<file path="config.mk">
export PLATFORM = sky130hd
export DESIGN_NAME = gpio_cfg_port
export DESIGN_NICKNAME = d
export VERILOG_FILES = /design/src/rtl/gpio_cfg_pkg.sv /design/src/rtl/gpio_cfg_port.sv /design/src/rtl/gpio_pin_io.sv /design/src/rtl/gpio_w1_field.sv
export SDC_FILE = /design/constraint.sdc
export NUM_CORES = 1
export LEC_CHECK = 0
export ABC_AREA = 1
export BUFFER_PORTS_ARGS = -buffer_cell sky130_fd_sc_hd__buf_2
export CORE_MARGIN = 3
export CORE_UTILIZATION = 49
export CTS_CLUSTER_DIAMETER = 150
export CTS_CLUSTER_SIZE = 24
export DETAILED_ROUTE_END_ITERATION = 8
export PLACE_DENSITY = 0.81
export RECOVER_POWER = 25
export REMOVE_ABC_BUFFERS = 1
export SLEW_MARGIN = 20
export SYNTH_ARGS = -nofsm -noshare
export SYNTH_HDL_FRONTEND = slang
export SYNTH_SLANG_ARGS = --single-unit
</file>
<file path="constraint.sdc">
create_clock -name REF_CLK_I -period 2 [get_ports REF_CLK_I]
set_clock_uncertainty 0.1 [all_clocks]
set_input_delay 0.1 -clock REF_CLK_I [delete_from_list [all_inputs] [get_ports REF_CLK_I]]
set_output_delay 0.1 -clock REF_CLK_I [all_outputs]
set_load 0.005 [all_outputs]
</file>
<file path="src/rtl/gpio_cfg_pkg.sv">
/*
  Constants for the four-pin general-purpose port that sits in one
  configuration register word of the bridge.
  Assumes a configuration-cycle decoder outside that gives one-cycle
  read and write strobes with a byte address and byte enables.
*/
package gpio_cfg_pkg;

  localparam int          PIN_COUNT      = 4;
  localparam logic [7:0]  GPIO_CTRL_OFS  = 8'h64;
  localparam int          OUT_CLR_LSB    = 8;
  localparam int          OUT_SET_LSB    = 12;
  localparam int          OE_CLR_LSB     = 16;
  localparam int          OE_SET_LSB     = 20;
  localparam int          RSVD_LSB       = 24;
  localparam int          IN_LSB         = 28;
  localparam int          OUT_LANE       = 1;
  localparam int          OE_LANE        = 2;
  localparam logic [3:0]  NIBBLE_RESET   = 4'h0;
  localparam logic [31:0] WORD_ZERO      = 32'h0000_0000;

  // Picks one four-bit field out of a data word
  function automatic logic [3:0] field4(input logic [31:0] word,
                                        input int          lsb);
    field4 = word[lsb +: 4];
  endfunction : field4

  // Word address match; the low two byte-address bits do not select
  function automatic logic word_hit(input logic [7:0] addr);
    word_hit = (addr[7:2] == GPIO_CTRL_OFS[7:2]);
  endfunction : word_hit

endpackage : gpio_cfg_pkg

</file>
<file path="src/rtl/gpio_cfg_port.sv">
/*
  Four-pin general-purpose port in one configuration register word.
  Assumes configuration writes and reads arrive as one-cycle strobes
  with byte address, byte enables and data; the bridge answers reads
  from CFG_RDATA_O one cycle later, marked by CFG_RACK_O.
  Byte lane 0 of the word belongs to other bridge logic and reads zero.
*/
`timescale 1ns/10ps
`default_nettype none
module gpio_cfg_port
  import gpio_cfg_pkg::*;
(
  input  wire logic        REF_CLK_I,
  input  wire logic        RESETN_I,
  input  wire logic        CFG_WR_I,
  input  wire logic        CFG_RD_I,
  input  wire logic [7:0]  CFG_ADDR_I,
  input  wire logic [3:0]  CFG_BE_I,
  input  wire logic [31:0] CFG_WDATA_I,
  output logic      [31:0] CFG_RDATA_O,
  output logic             CFG_RACK_O,
  input  wire logic [3:0]  GPIO_IN_I,
  output logic      [3:0]  GPIO_OUT_O,
  output logic      [3:0]  GPIO_OE_O
);

  typedef struct packed {
    logic [31:0] rdata;
    logic        rack;
  } bus_t;

  bus_t bus_reg;
  bus_t bus_next;

  logic       wr_out;
  logic       wr_oe;
  logic       rd_hit;
  logic [3:0] out_set;
  logic [3:0] out_clr;
  logic [3:0] oe_set;
  logic [3:0] oe_clr;
  logic [3:0] data_state;
  logic [3:0] oe_state;
  logic [3:0] out_set_last;
  logic [3:0] out_clr_last;
  logic [3:0] oe_set_last;
  logic [3:0] oe_clr_last;
  logic [3:0] in_state;
  logic [3:0] clr_mask;
  logic [3:0] set_mask;
  logic [3:0] oe_on_mask;
  logic [3:0] oe_off_mask;
  logic [3:0] oe_both_mask;
  logic [3:0] out_both_mask;

  // Each byte lane writes only its own pair; reserved lane is ignored
  assign wr_out  = CFG_WR_I && word_hit(CFG_ADDR_I) && CFG_BE_I[OUT_LANE];
  assign wr_oe   = CFG_WR_I && word_hit(CFG_ADDR_I) && CFG_BE_I[OE_LANE];
  assign rd_hit  = CFG_RD_I && word_hit(CFG_ADDR_I);
  assign out_set = field4(CFG_WDATA_I, OUT_SET_LSB);
  assign out_clr = field4(CFG_WDATA_I, OUT_CLR_LSB);
  assign oe_set  = field4(CFG_WDATA_I, OE_SET_LSB);
  assign oe_clr  = field4(CFG_WDATA_I, OE_CLR_LSB);

  // Data bits move only on pins already bidirectional before the write
  gpio_w1_field u_out_field (
    .clk_i      (REF_CLK_I),
    .rst_n_i    (RESETN_I),
    .wr_i       (wr_out),
    .set_i      (out_set),
    .clr_i      (out_clr),
    .allow_i    (oe_state),
    .state_o    (data_state),
    .set_last_o (out_set_last),
    .clr_last_o (out_clr_last)
  );

  gpio_w1_field u_oe_field (
    .clk_i      (REF_CLK_I),
    .rst_n_i    (RESETN_I),
    .wr_i       (wr_oe),
    .set_i      (oe_set),
    .clr_i      (oe_clr),
    .allow_i    (4'hF),
    .state_o    (oe_state),
    .set_last_o (oe_set_last),
    .clr_last_o (oe_clr_last)
  );

  gpio_pin_io u_pins (
    .clk_i   (REF_CLK_I),
    .rst_n_i (RESETN_I),
    .data_i  (data_state),
    .oe_i    (oe_state),
    .pins_i  (GPIO_IN_I),
    .out_o   (GPIO_OUT_O),
    .oe_o    (GPIO_OE_O),
    .in_o    (in_state)
  );

  always_comb begin
    bus_next       = bus_reg;
    bus_next.rack  = rd_hit;
    bus_next.rdata = WORD_ZERO;
    if (rd_hit) begin
      bus_next.rdata[OUT_CLR_LSB +: 4] = out_clr_last;
      bus_next.rdata[OUT_SET_LSB +: 4] = out_set_last;
      bus_next.rdata[OE_CLR_LSB +: 4]  = oe_clr_last;
      bus_next.rdata[OE_SET_LSB +: 4]  = oe_set_last;
      bus_next.rdata[RSVD_LSB +: 4]    = NIBBLE_RESET;
      bus_next.rdata[IN_LSB +: 4]      = in_state;
    end
  end

  always_ff @(posedge REF_CLK_I) begin
    if (!RESETN_I) begin
      bus_reg <= '{WORD_ZERO, 1'b0};
    end else begin
      bus_reg <= bus_next;
    end
  end

  assign CFG_RDATA_O = bus_reg.rdata;
  assign CFG_RACK_O  = bus_reg.rack;

  // Helper masks seen only by the checks below
  assign clr_mask = wr_out ? (out_clr & oe_state) : 4'h0;
  assign set_mask = wr_out ? (out_set & ~out_clr & oe_state) : 4'h0;
  assign oe_on_mask    = wr_oe ? (oe_set & ~oe_clr) : 4'h0;
  assign oe_off_mask   = wr_oe ? oe_clr : 4'h0;
  assign oe_both_mask  = wr_oe ? (oe_set & oe_clr) : 4'h0;
  assign out_both_mask = wr_out ? (out_set & out_clr & oe_state) : 4'h0;

  AST_CLR_LOW: assert property (@(posedge REF_CLK_I)
    disable iff (!RESETN_I)
    (clr_mask != 4'h0) |-> ##2 ((GPIO_OUT_O & $past(clr_mask, 2)) == 4'h0))
    else $error("clear write did not drive pin low");

  AST_SET_HIGH: assert property (@(posedge REF_CLK_I)
    disable iff (!RESETN_I)
    (set_mask != 4'h0) |-> ##2
      ((GPIO_OUT_O & $past(set_mask, 2)) == $past(set_mask, 2)))
    else $error("set write did not drive pin high");

  AST_OUT_NEXT_CYCLE: assert property (@(posedge REF_CLK_I)
    disable iff (!RESETN_I)
    1'b1 |=> (GPIO_OUT_O == $past(data_state)
              && GPIO_OE_O == $past(oe_state)))
    else $error("pin did not follow state one cycle later");

  AST_INPUT_ONLY_KEPT: assert property (@(posedge REF_CLK_I)
    disable iff (!RESETN_I)
    wr_out |=> ((data_state & ~$past(oe_state))
                == ($past(data_state) & ~$past(oe_state))))
    else $error("data moved on an input-only pin");

  AST_READ_LAST: assert property (@(posedge REF_CLK_I)
    disable iff (!RESETN_I)
    (wr_out && CFG_BE_I[OE_LANE]) ##1 rd_hit |=>
      (CFG_RDATA_O[23:8] == $past(CFG_WDATA_I[23:8], 2)))
    else $error("readback differs from last written value");

  AST_OE_CLEARED: assert property (@(posedge REF_CLK_I)
    disable iff (!RESETN_I)
    wr_oe |=> ((oe_state & $past(oe_clr)) == 4'h0))
    else $error("enable clear left a driver on");

  AST_OE_SET: assert property (@(posedge REF_CLK_I)
    disable iff (!RESETN_I)
    wr_oe |=> ((oe_state & $past(oe_on_mask))
               == $past(oe_on_mask)))
    else $error("enable set did not turn driver on");

  AST_RESET_ZERO: assert property (@(posedge REF_CLK_I)
    disable iff (!RESETN_I)
    $rose(RESETN_I) |-> (oe_state == 4'h0 && data_state == 4'h0
                         && oe_set_last == 4'h0 && out_clr_last == 4'h0))
    else $error("port state not zero after reset");

  AST_INPUT_READ: assert property (@(posedge REF_CLK_I)
    disable iff (!RESETN_I)
    rd_hit |=> (CFG_RDATA_O[IN_LSB +: 4] == $past(in_state)))
    else $error("input field does not show sampled pins");

  AST_RSVD_ZERO: assert property (@(posedge REF_CLK_I)
    disable iff (!RESETN_I)
    CFG_RACK_O |-> (CFG_RDATA_O[27:24] == 4'h0
                    && CFG_RDATA_O[7:0] == 8'h00))
    else $error("reserved bits read nonzero");

  AST_CLR_WINS: assert property (@(posedge REF_CLK_I)
    disable iff (!RESETN_I)
    wr_oe |=> ((oe_state & $past(oe_both_mask)) == 4'h0))
    else $error("set beat clear in the same write");

  AST_OUT_CLR_WINS: assert property (@(posedge REF_CLK_I)
    disable iff (!RESETN_I)
    wr_out
      |=> ((data_state & $past(out_both_mask)) == 4'h0))
    else $error("data set beat clear in the same write");

  AST_RACK_FOLLOWS_READ: assert property (@(posedge REF_CLK_I)
    disable iff (!RESETN_I)
    1'b1
      |=> (CFG_RACK_O == $past(rd_hit)))
    else $error("read answer not one cycle after a hit read");

  AST_MISS_READ_SILENT: assert property (@(posedge REF_CLK_I)
    disable iff (!RESETN_I)
    (CFG_RD_I && !word_hit(CFG_ADDR_I))
      |=> !CFG_RACK_O)
    else $error("read of another word was answered");

  // Idle read bus stays zero so a wired-or return path is safe
  AST_RDATA_IDLE_ZERO: assert property (@(posedge REF_CLK_I)
    disable iff (!RESETN_I)
    !CFG_RACK_O
      |-> (CFG_RDATA_O == WORD_ZERO))
    else $error("read data nonzero without an answer");

  AST_MISS_WRITE_KEEPS: assert property (@(posedge REF_CLK_I)
    disable iff (!RESETN_I)
    (CFG_WR_I && !word_hit(CFG_ADDR_I))
      |=> ($stable(data_state) && $stable(oe_state)))
    else $error("write to another word moved port state");

  AST_DATA_ONLY_BY_WRITE: assert property (@(posedge REF_CLK_I)
    disable iff (!RESETN_I)
    !wr_out
      |=> $stable(data_state))
    else $error("data moved without a data-lane write");

  AST_OE_ONLY_BY_WRITE: assert property (@(posedge REF_CLK_I)
    disable iff (!RESETN_I)
    !wr_oe
      |=> $stable(oe_state))
    else $error("enable moved without an enable-lane write");

  AST_OE_ZERO_KEEPS: assert property (@(posedge REF_CLK_I)
    disable iff (!RESETN_I)
    (wr_oe && oe_set == 4'h0 && oe_clr == 4'h0)
      |=> $stable(oe_state))
    else $error("zero enable write changed the enables");

  AST_READ_OUT_FIELDS: assert property (@(posedge REF_CLK_I)
    disable iff (!RESETN_I)
    wr_out ##1 rd_hit
      |=> (CFG_RDATA_O[15:8] == $past(CFG_WDATA_I[15:8], 2)))
    else $error("data fields do not read back last write");

  AST_READ_OE_FIELDS: assert property (@(posedge REF_CLK_I)
    disable iff (!RESETN_I)
    wr_oe ##1 rd_hit
      |=> (CFG_RDATA_O[23:16] == $past(CFG_WDATA_I[23:16], 2)))
    else $error("enable fields do not read back last write");

  AST_OE_PIN_OFF: assert property (@(posedge REF_CLK_I)
    disable iff (!RESETN_I)
    (oe_off_mask != 4'h0)
      |-> ##2 ((GPIO_OE_O & $past(oe_off_mask, 2)) == 4'h0))
    else $error("enable clear did not release the pin");

  AST_OE_PIN_ON: assert property (@(posedge REF_CLK_I)
    disable iff (!RESETN_I)
    (oe_on_mask != 4'h0)
      |-> ##2 ((GPIO_OE_O & $past(oe_on_mask, 2))
               == $past(oe_on_mask, 2)))
    else $error("enable set did not drive the pin");

  AST_IN_PIN_NEXT: assert property (@(posedge REF_CLK_I)
    disable iff (!RESETN_I)
    $past(RESETN_I)
      |-> (in_state == $past(GPIO_IN_I)))
    else $error("input field lags the pins");

  AST_PINS_IDLE_AFTER_RESET: assert property (@(posedge REF_CLK_I)
    disable iff (!RESETN_I)
    $rose(RESETN_I)
      |-> (GPIO_OE_O == 4'h0 && GPIO_OUT_O == 4'h0))
    else $error("pins driven right after reset");

  COV_ENABLE_THEN_SET: cover property (@(posedge REF_CLK_I)
    disable iff (!RESETN_I)
    (wr_oe && oe_set != 4'h0) ##[1:10] (set_mask != 4'h0));

  COV_CLR_DRIVES: cover property (@(posedge REF_CLK_I)
    disable iff (!RESETN_I)
    (clr_mask != 4'h0) ##2 (GPIO_OE_O != 4'h0));

  COV_READ: cover property (@(posedge REF_CLK_I)
    disable iff (!RESETN_I)
    rd_hit ##1 (CFG_RDATA_O[IN_LSB +: 4] != 4'h0));

  COV_WRITE_THEN_READ: cover property (@(posedge REF_CLK_I)
    disable iff (!RESETN_I)
    (wr_out && CFG_BE_I[OE_LANE]) ##1 rd_hit);

  COV_ENABLE_BOTH: cover property (@(posedge REF_CLK_I)
    disable iff (!RESETN_I)
    (oe_both_mask != 4'h0) ##2 (GPIO_OE_O != 4'h0));

endmodule : gpio_cfg_port
`default_nettype wire

</file>
<file path="src/rtl/gpio_pin_io.sv">
/*
  Pin stage: registered drive value and enable, and the input sampler.
  Assumes the pins are synchronous to the clock, so one flop suffices.
*/
`timescale 1ns/10ps
`default_nettype none
module gpio_pin_io
  import gpio_cfg_pkg::*;
(
  input  wire logic       clk_i,
  input  wire logic       rst_n_i,
  input  wire logic [3:0] data_i,
  input  wire logic [3:0] oe_i,
  input  wire logic [3:0] pins_i,
  output logic      [3:0] out_o,
  output logic      [3:0] oe_o,
  output logic      [3:0] in_o
);

  typedef struct packed {
    logic [3:0] out;
    logic [3:0] oe;
    logic [3:0] in;
  } pin_t;

  pin_t pin_reg;
  pin_t pin_next;

  always_comb begin
    pin_next     = pin_reg;
    pin_next.out = data_i;
    pin_next.oe  = oe_i;
    pin_next.in  = pins_i;
  end

  always_ff @(posedge clk_i) begin
    if (!rst_n_i) begin
      pin_reg <= '{NIBBLE_RESET, NIBBLE_RESET, NIBBLE_RESET};
    end else begin
      pin_reg <= pin_next;
    end
  end

  assign out_o = pin_reg.out;
  assign oe_o  = pin_reg.oe;
  assign in_o  = pin_reg.in;

  AST_INPUT_FOLLOWS: assert property (@(posedge clk_i)
    disable iff (!rst_n_i)
    $past(rst_n_i) |-> (in_o == $past(pins_i)))
    else $error("input sample missed a pin change");

endmodule : gpio_pin_io
`default_nettype wire

</file>
<file path="src/rtl/gpio_w1_field.sv">
/*
  One write-one-to-set / write-one-to-clear pair with the state it
  steers and the last value written to each half.
  Assumes wr_i is a one-cycle strobe already qualified by its byte lane.
*/
`timescale 1ns/10ps
`default_nettype none
module gpio_w1_field
  import gpio_cfg_pkg::*;
(
  input  wire logic       clk_i,
  input  wire logic       rst_n_i,
  input  wire logic       wr_i,
  input  wire logic [3:0] set_i,
  input  wire logic [3:0] clr_i,
  input  wire logic [3:0] allow_i,
  output logic      [3:0] state_o,
  output logic      [3:0] set_last_o,
  output logic      [3:0] clr_last_o
);

  typedef struct packed {
    logic [3:0] state;
    logic [3:0] set_last;
    logic [3:0] clr_last;
  } field_t;

  field_t st_reg;
  field_t st_next;

  always_comb begin
    st_next = st_reg;
    if (wr_i) begin
      // Clear applied after set so it wins on the same bit
      st_next.state    = (st_reg.state | (set_i & allow_i))
                         & ~(clr_i & allow_i);
      st_next.set_last = set_i;
      st_next.clr_last = clr_i;
    end
  end

  always_ff @(posedge clk_i) begin
    if (!rst_n_i) begin
      st_reg <= '{NIBBLE_RESET, NIBBLE_RESET, NIBBLE_RESET};
    end else begin
      st_reg <= st_next;
    end
  end

  assign state_o    = st_reg.state;
  assign set_last_o = st_reg.set_last;
  assign clr_last_o = st_reg.clr_last;

  AST_FIELD_ZERO_KEEPS: assert property (@(posedge clk_i)
    disable iff (!rst_n_i)
    (wr_i && set_i == 4'h0 && clr_i == 4'h0) |=> $stable(st_reg.state))
    else $error("zero write changed field state");

endmodule : gpio_w1_field
`default_nettype wire

</file>
### After elaboration in Yosys (flattened, before gate mapping)

Index checks and enable logic that the tools add are counted.

* magnitude comparators: 0
* muxes and demuxes: 1
* shift-type cells: 0
* multipliers: 0
* $add $sub $neg: 0
* equality and inequality tests: 1
* reduce and logical (&&, ||, !) cells: 5
* bitwise operators: 8
* divide/modulo/power cells: 0

Operator list (count)
* 24-bit 2-to-1 mux: 1
* 4-bit AND: 4
* 4-bit NOT: 2
* 4-bit bitwise OR: 2
* 6-bit by 5-bit equality test with 1-bit output, second input constant: 1
* 1-bit logical AND: 4
* 2-bit AND reduction: 1

* bits in latches: 0
* output and inout port bits: 41
* logic and storage cells: 28
* memories: 0
* bits in writable memories: 0
* bits in registers: 69
* memory bits (read-only): 0
* input port bits: 52

### Depth between registers and ports, before layout

* word-level depth: 3
* mapped depth: 7
* gate-level depth less buffers: 7

### Hierarchy

Synthesis repeated with hierarchy kept, for this count alone.

* cell total of the unflattened synthesis: 264
* area, all modules: 2160.8 um2

Modules (own cells, without submodules)
* gpio_w1_field: sequential area each 240.2 um2, area an instance 504.2 um2, cells each 68, instances 2
* gpio_cfg_port: sequential area each 420.4 um2, area an instance 810.8 um2, cells each 91, instances 1
* gpio_pin_io: sequential area each 240.2 um2, area an instance 341.6 um2, cells each 37, instances 1

### Worst setup path before layout

OpenSTA, ideal clock, no wires.

* kind: input-to-reg
* start point: input port CFG_ADDR_I[6]
* end point: register u_out_field.st_reg, in the netlist u_out_field.state_o[0]
* stages: 6
* setup time: 0.114 ns
* setup slack: 1.004 ns
* buffers on the path: 1
* arrival time: 0.783 ns
* data required time: 1.786 ns
* path through: nand2_1 > nor2_2 > nand4_2 > buf_2 > a21oi_1 > nor2_1

* longest elaborated chain between the ends: 3

RTL lines
* start: declaration: RTL line gpio_cfg_port.sv:17 `input wire logic [7:0] CFG_ADDR_I,`
* 6-bit by 5-bit equality test with 1-bit output: RTL line gpio_cfg_pkg.sv:30 `word_hit = (addr[7:2] == GPIO_CTRL_OFS[7:2]);`
* 1-bit logical AND (2 in series): RTL line gpio_cfg_port.sv:57 `assign wr_out = CFG_WR_I && word_hit(CFG_ADDR_I) && CFG_BE_I[OUT_LANE];`
* end signal: assignment: RTL line gpio_w1_field.sv:44 `st_reg <= '{NIBBLE_RESET, NIBBLE_RESET, NIBBLE_RESET};`
* end signal: assignment: RTL line gpio_w1_field.sv:46 `st_reg <= st_next;`
* end: declaration: RTL line gpio_w1_field.sv:28 `field_t st_reg;`

No other way between the ends.
A chain may end at the register's enable or synchronous reset.

### Final worst setup path

* start point: input port RESETN_I
* end point: register bus_reg, in the netlist CFG_RDATA_O[15]

* longest elaborated chain between the ends: 1

RTL lines
* start: declaration: RTL line gpio_cfg_port.sv:14 `input wire logic RESETN_I,`
* 2-bit AND reduction (no line)
* end signal: assignment: RTL line gpio_cfg_port.sv:117 `bus_reg <= '{WORD_ZERO, 1'b0};`
* end signal: assignment: RTL line gpio_cfg_port.sv:119 `bus_reg <= bus_next;`
* end: declaration: RTL line gpio_cfg_port.sv:32 `bus_t bus_reg;`

No other way between the ends.

==> impl_metrics.json <==
{
  "drc": 0,
  "grt_first_pass_wirelength_um": 7700,
  "hp-class": "in2reg",
  "root_buffer": "clkbuf_8",
  "syn_area_mm2": 0.002053,
  "synth_warnings": 0,
  "relSlewSlack_pct": 35.05,
  "final.period_utilization_pct": 61.69,
  "synth_edf_count": 0,
  "vias_per_cell": 4.626,
  "hold_viol": 0,
  "area_growth_pct": 33.15,
  "cts_setup_buffers": 0,
  "initial_core_util_pct": 53.28,
  "worst-setup-path-type": "in2reg",
  "cts_max_level": 3,
  "gp_congestion": 0.7866,
  "start_kind": "primary input",
  "cts.clk_slew.worst_paths_ps": 60,
  "maxUsedRoutingLayer": "met4",
  "crit_arrival_ps": 1300,
  "num_io_pins": 93,
  "stdcell_count": 398,
  "vdd_drop_max_v": 0.0005521,
  "cts_tree": "built",
  "synth.top_cells.by_area": "dfxtp_1, nand2_1, inv_1",
  "coreArea_mm2": 0.003854,
  "synth_top_area_cell": "dfxtp_1",
  "via_count": 1841,
  "hpwlAfterDp_um": 2823,
  "nFillCells": 324,
  "cts.sinks": 57,
  "detail-route-antenna-nets": 0,
  "grt_max_degree": 22,
  "synth_most_common_cell": "dfxtp_1",
  "placed_cells": 362,
  "synth_common_cells": "dfxtp_1, nand2_1, inv_1",
  "tns_ps": 0,
  "layout.nets": 397,
  "fin_util_pct": 70.94,
  "critPathMaxFanout": 21,
  "netlist_instances": 264,
  "synth_top_area_share_pct": 55.58,
  "wl_per_cell_um": 11.17,
  "p_leak_nw": 1.334,
  "first_pass_iters": 4,
  "wl_met1_um": 1782,
  "std_cell_rows": 22,
  "critPathRequiredTime_ps": 2070,
  "final-setup-viol-count": 0,
  "cts-buffers-inserted": 9,
  "regArea_mm2": 0.001141,
  "drt-initial-drc-count": 96,
  "synth_ff_type": "dfxtp_1",
  "portBuffers": 60,
  "ys_seq_area_share_pct": 55.58,
  "met3_length_um": 350,
  "layout_min_cycle_time_ps": 1234,
  "multi_input_area_um2": 644.4,
  "final_max_slew_viol_count": 0,
  "globalRouteOverflowTotal": 0,
  "grt_pass1_vias": 1782,
  "clock.fmax_ghz": 0.8105,
  "endpoint_kind": "flip-flop",
  "route.met2.wl_um": 2146,
  "track_usage_pct": 19.80,
  "die_width_um": 70.73,
  "outcome": "finished clean",
  "dieArea_mm2": 0.005003,
  "layout-drive-gt1-share_pct": 22.86,
  "synth_cell_types": 14,
  "die_h_um": 70.73,
  "antenna_cells": 0,
  "wirelength_um": 4446,
  "clockBufferDepth": 2,
  "maxCapViolCount": 0,
  "async_flop_share_pct": 0,
  "rsz0062_at_grt": "no",
  "ys_ff_latch": 57,
  "power.density_mw_per_mm2": 861.0,
  "synth_area_per_cell_um2": 7.777,
  "tightest_slew_ps": 974.2,
  "clkLatencyLatePin_ps": 330,
  "grt_antenna_before_repair": 0
}
==> placed cells by master (no fill, tap or decap), types with 12 or more instances in the layout <==
master	netlist	routed
clkbuf_8	0	12
a21oi_1	23	23
nand3_1	22	22
dfxtp_1	57	57
nand2_1	55	55
nor2_1	33	33
conb_1	1	12
inv_1	43	43
buf_2	4	60
dlygate4sd3_1	0	20
==> worst max-delay path, cell delays in order <==
cell      delay, ps
buf_2           210
nand4_1         130
clkbuf_1        730
nor2_1          130
==> flip-flops by register name, summed over array words and instances, names as in the netlist <==
name,flops
u_out_field.clr_last_o,4
u_pins.out_o,4
u_out_field.set_last_o,4
u_out_field.state_o,4
u_oe_field.set_last_o,4
u_pins.in_o,4
CFG_RACK_O,1
u_oe_field.clr_last_o,4
CFG_RDATA_O,20
u_pins.oe_o,4
u_oe_field.state_o,4
==> power breakdown <==
part	internal (mW)	total, mW	leakage [nW]	switching, mW
clock	0.676	1.10	0.107	0.420
sequential	1.14	1.14	0.460	0.00209
combinational	0.0563	0.114	0.767	0.0576
total	1.87	2.35	1.33	0.480
==> worst paths after layout <==
check | startpoint | endpoint | cells past startpoint | slack, ps
worst max register to register | u_oe_field.state_o[3] | u_out_field.state_o[3] | 6 | 1020
worst min register to register | u_pins.in_o[1] | CFG_RDATA_O[29] | 2 | 310
worst min-delay path | RESETN_I | u_pins.in_o[3] | 3 | 40
worst max-delay path | RESETN_I | CFG_RDATA_O[15] | 4 | 770
==> cell type report <==
class,count,area share (%)
Multi-Input combinational cell,151,23.57
Inverter,43,5.904
Tap cell,48,2.197
Clock buffer,14,6.316
Sequential cell,57,41.74
Clock inverter,2,1.281
Timing Repair Buffer,83,18.99
==> timing repair <==
| action | in CTS | in global routing |
|---|---|---|
| hold buffers | 20 | 0 |
| gates resized for setup | 0 | 0 |
| hold endpoints to repair | 25 | 0 |
==> layer usage <==
layer / global-route usage, % / up-vias
met5: 0 / -
met4: 13.57 / 0
met3: 6.250 / 17
met2: 32.23 / 88
met1: 21.95 / 801
li1: - / 935
==> cells by family (layout without fill, tap and decap cells) <==
logic type / Yosys count / in the layout / share of synthesized area, %
DFF: 57 / 57 / 55.58
buffers and inverters: 67 / 142 / 15.05
and+or+nand+nor: 116 / 116 / 23.58
AOI/OAI and AO/OA: 23 / 23 / 5.606
other: 1 / 12 / 0.1826
==> metrics by stage <==
step                total power [mW]  instance area (µm²)  setup slack, ps  hold slack, ps
floorplan                      1.194                 1947            779.9           93.45
global placement               1.248                 2330            619.3           179.4
detailed placement             1.250                 2330            538.6           186.2
CTS                            2.358                 2738            862.8           36.13
global route                   2.438                 2734            578.0           62.90
finish                         2.354                 2734            766.2           37.22
No activity file was read; power rests on OpenSTA's default activity.
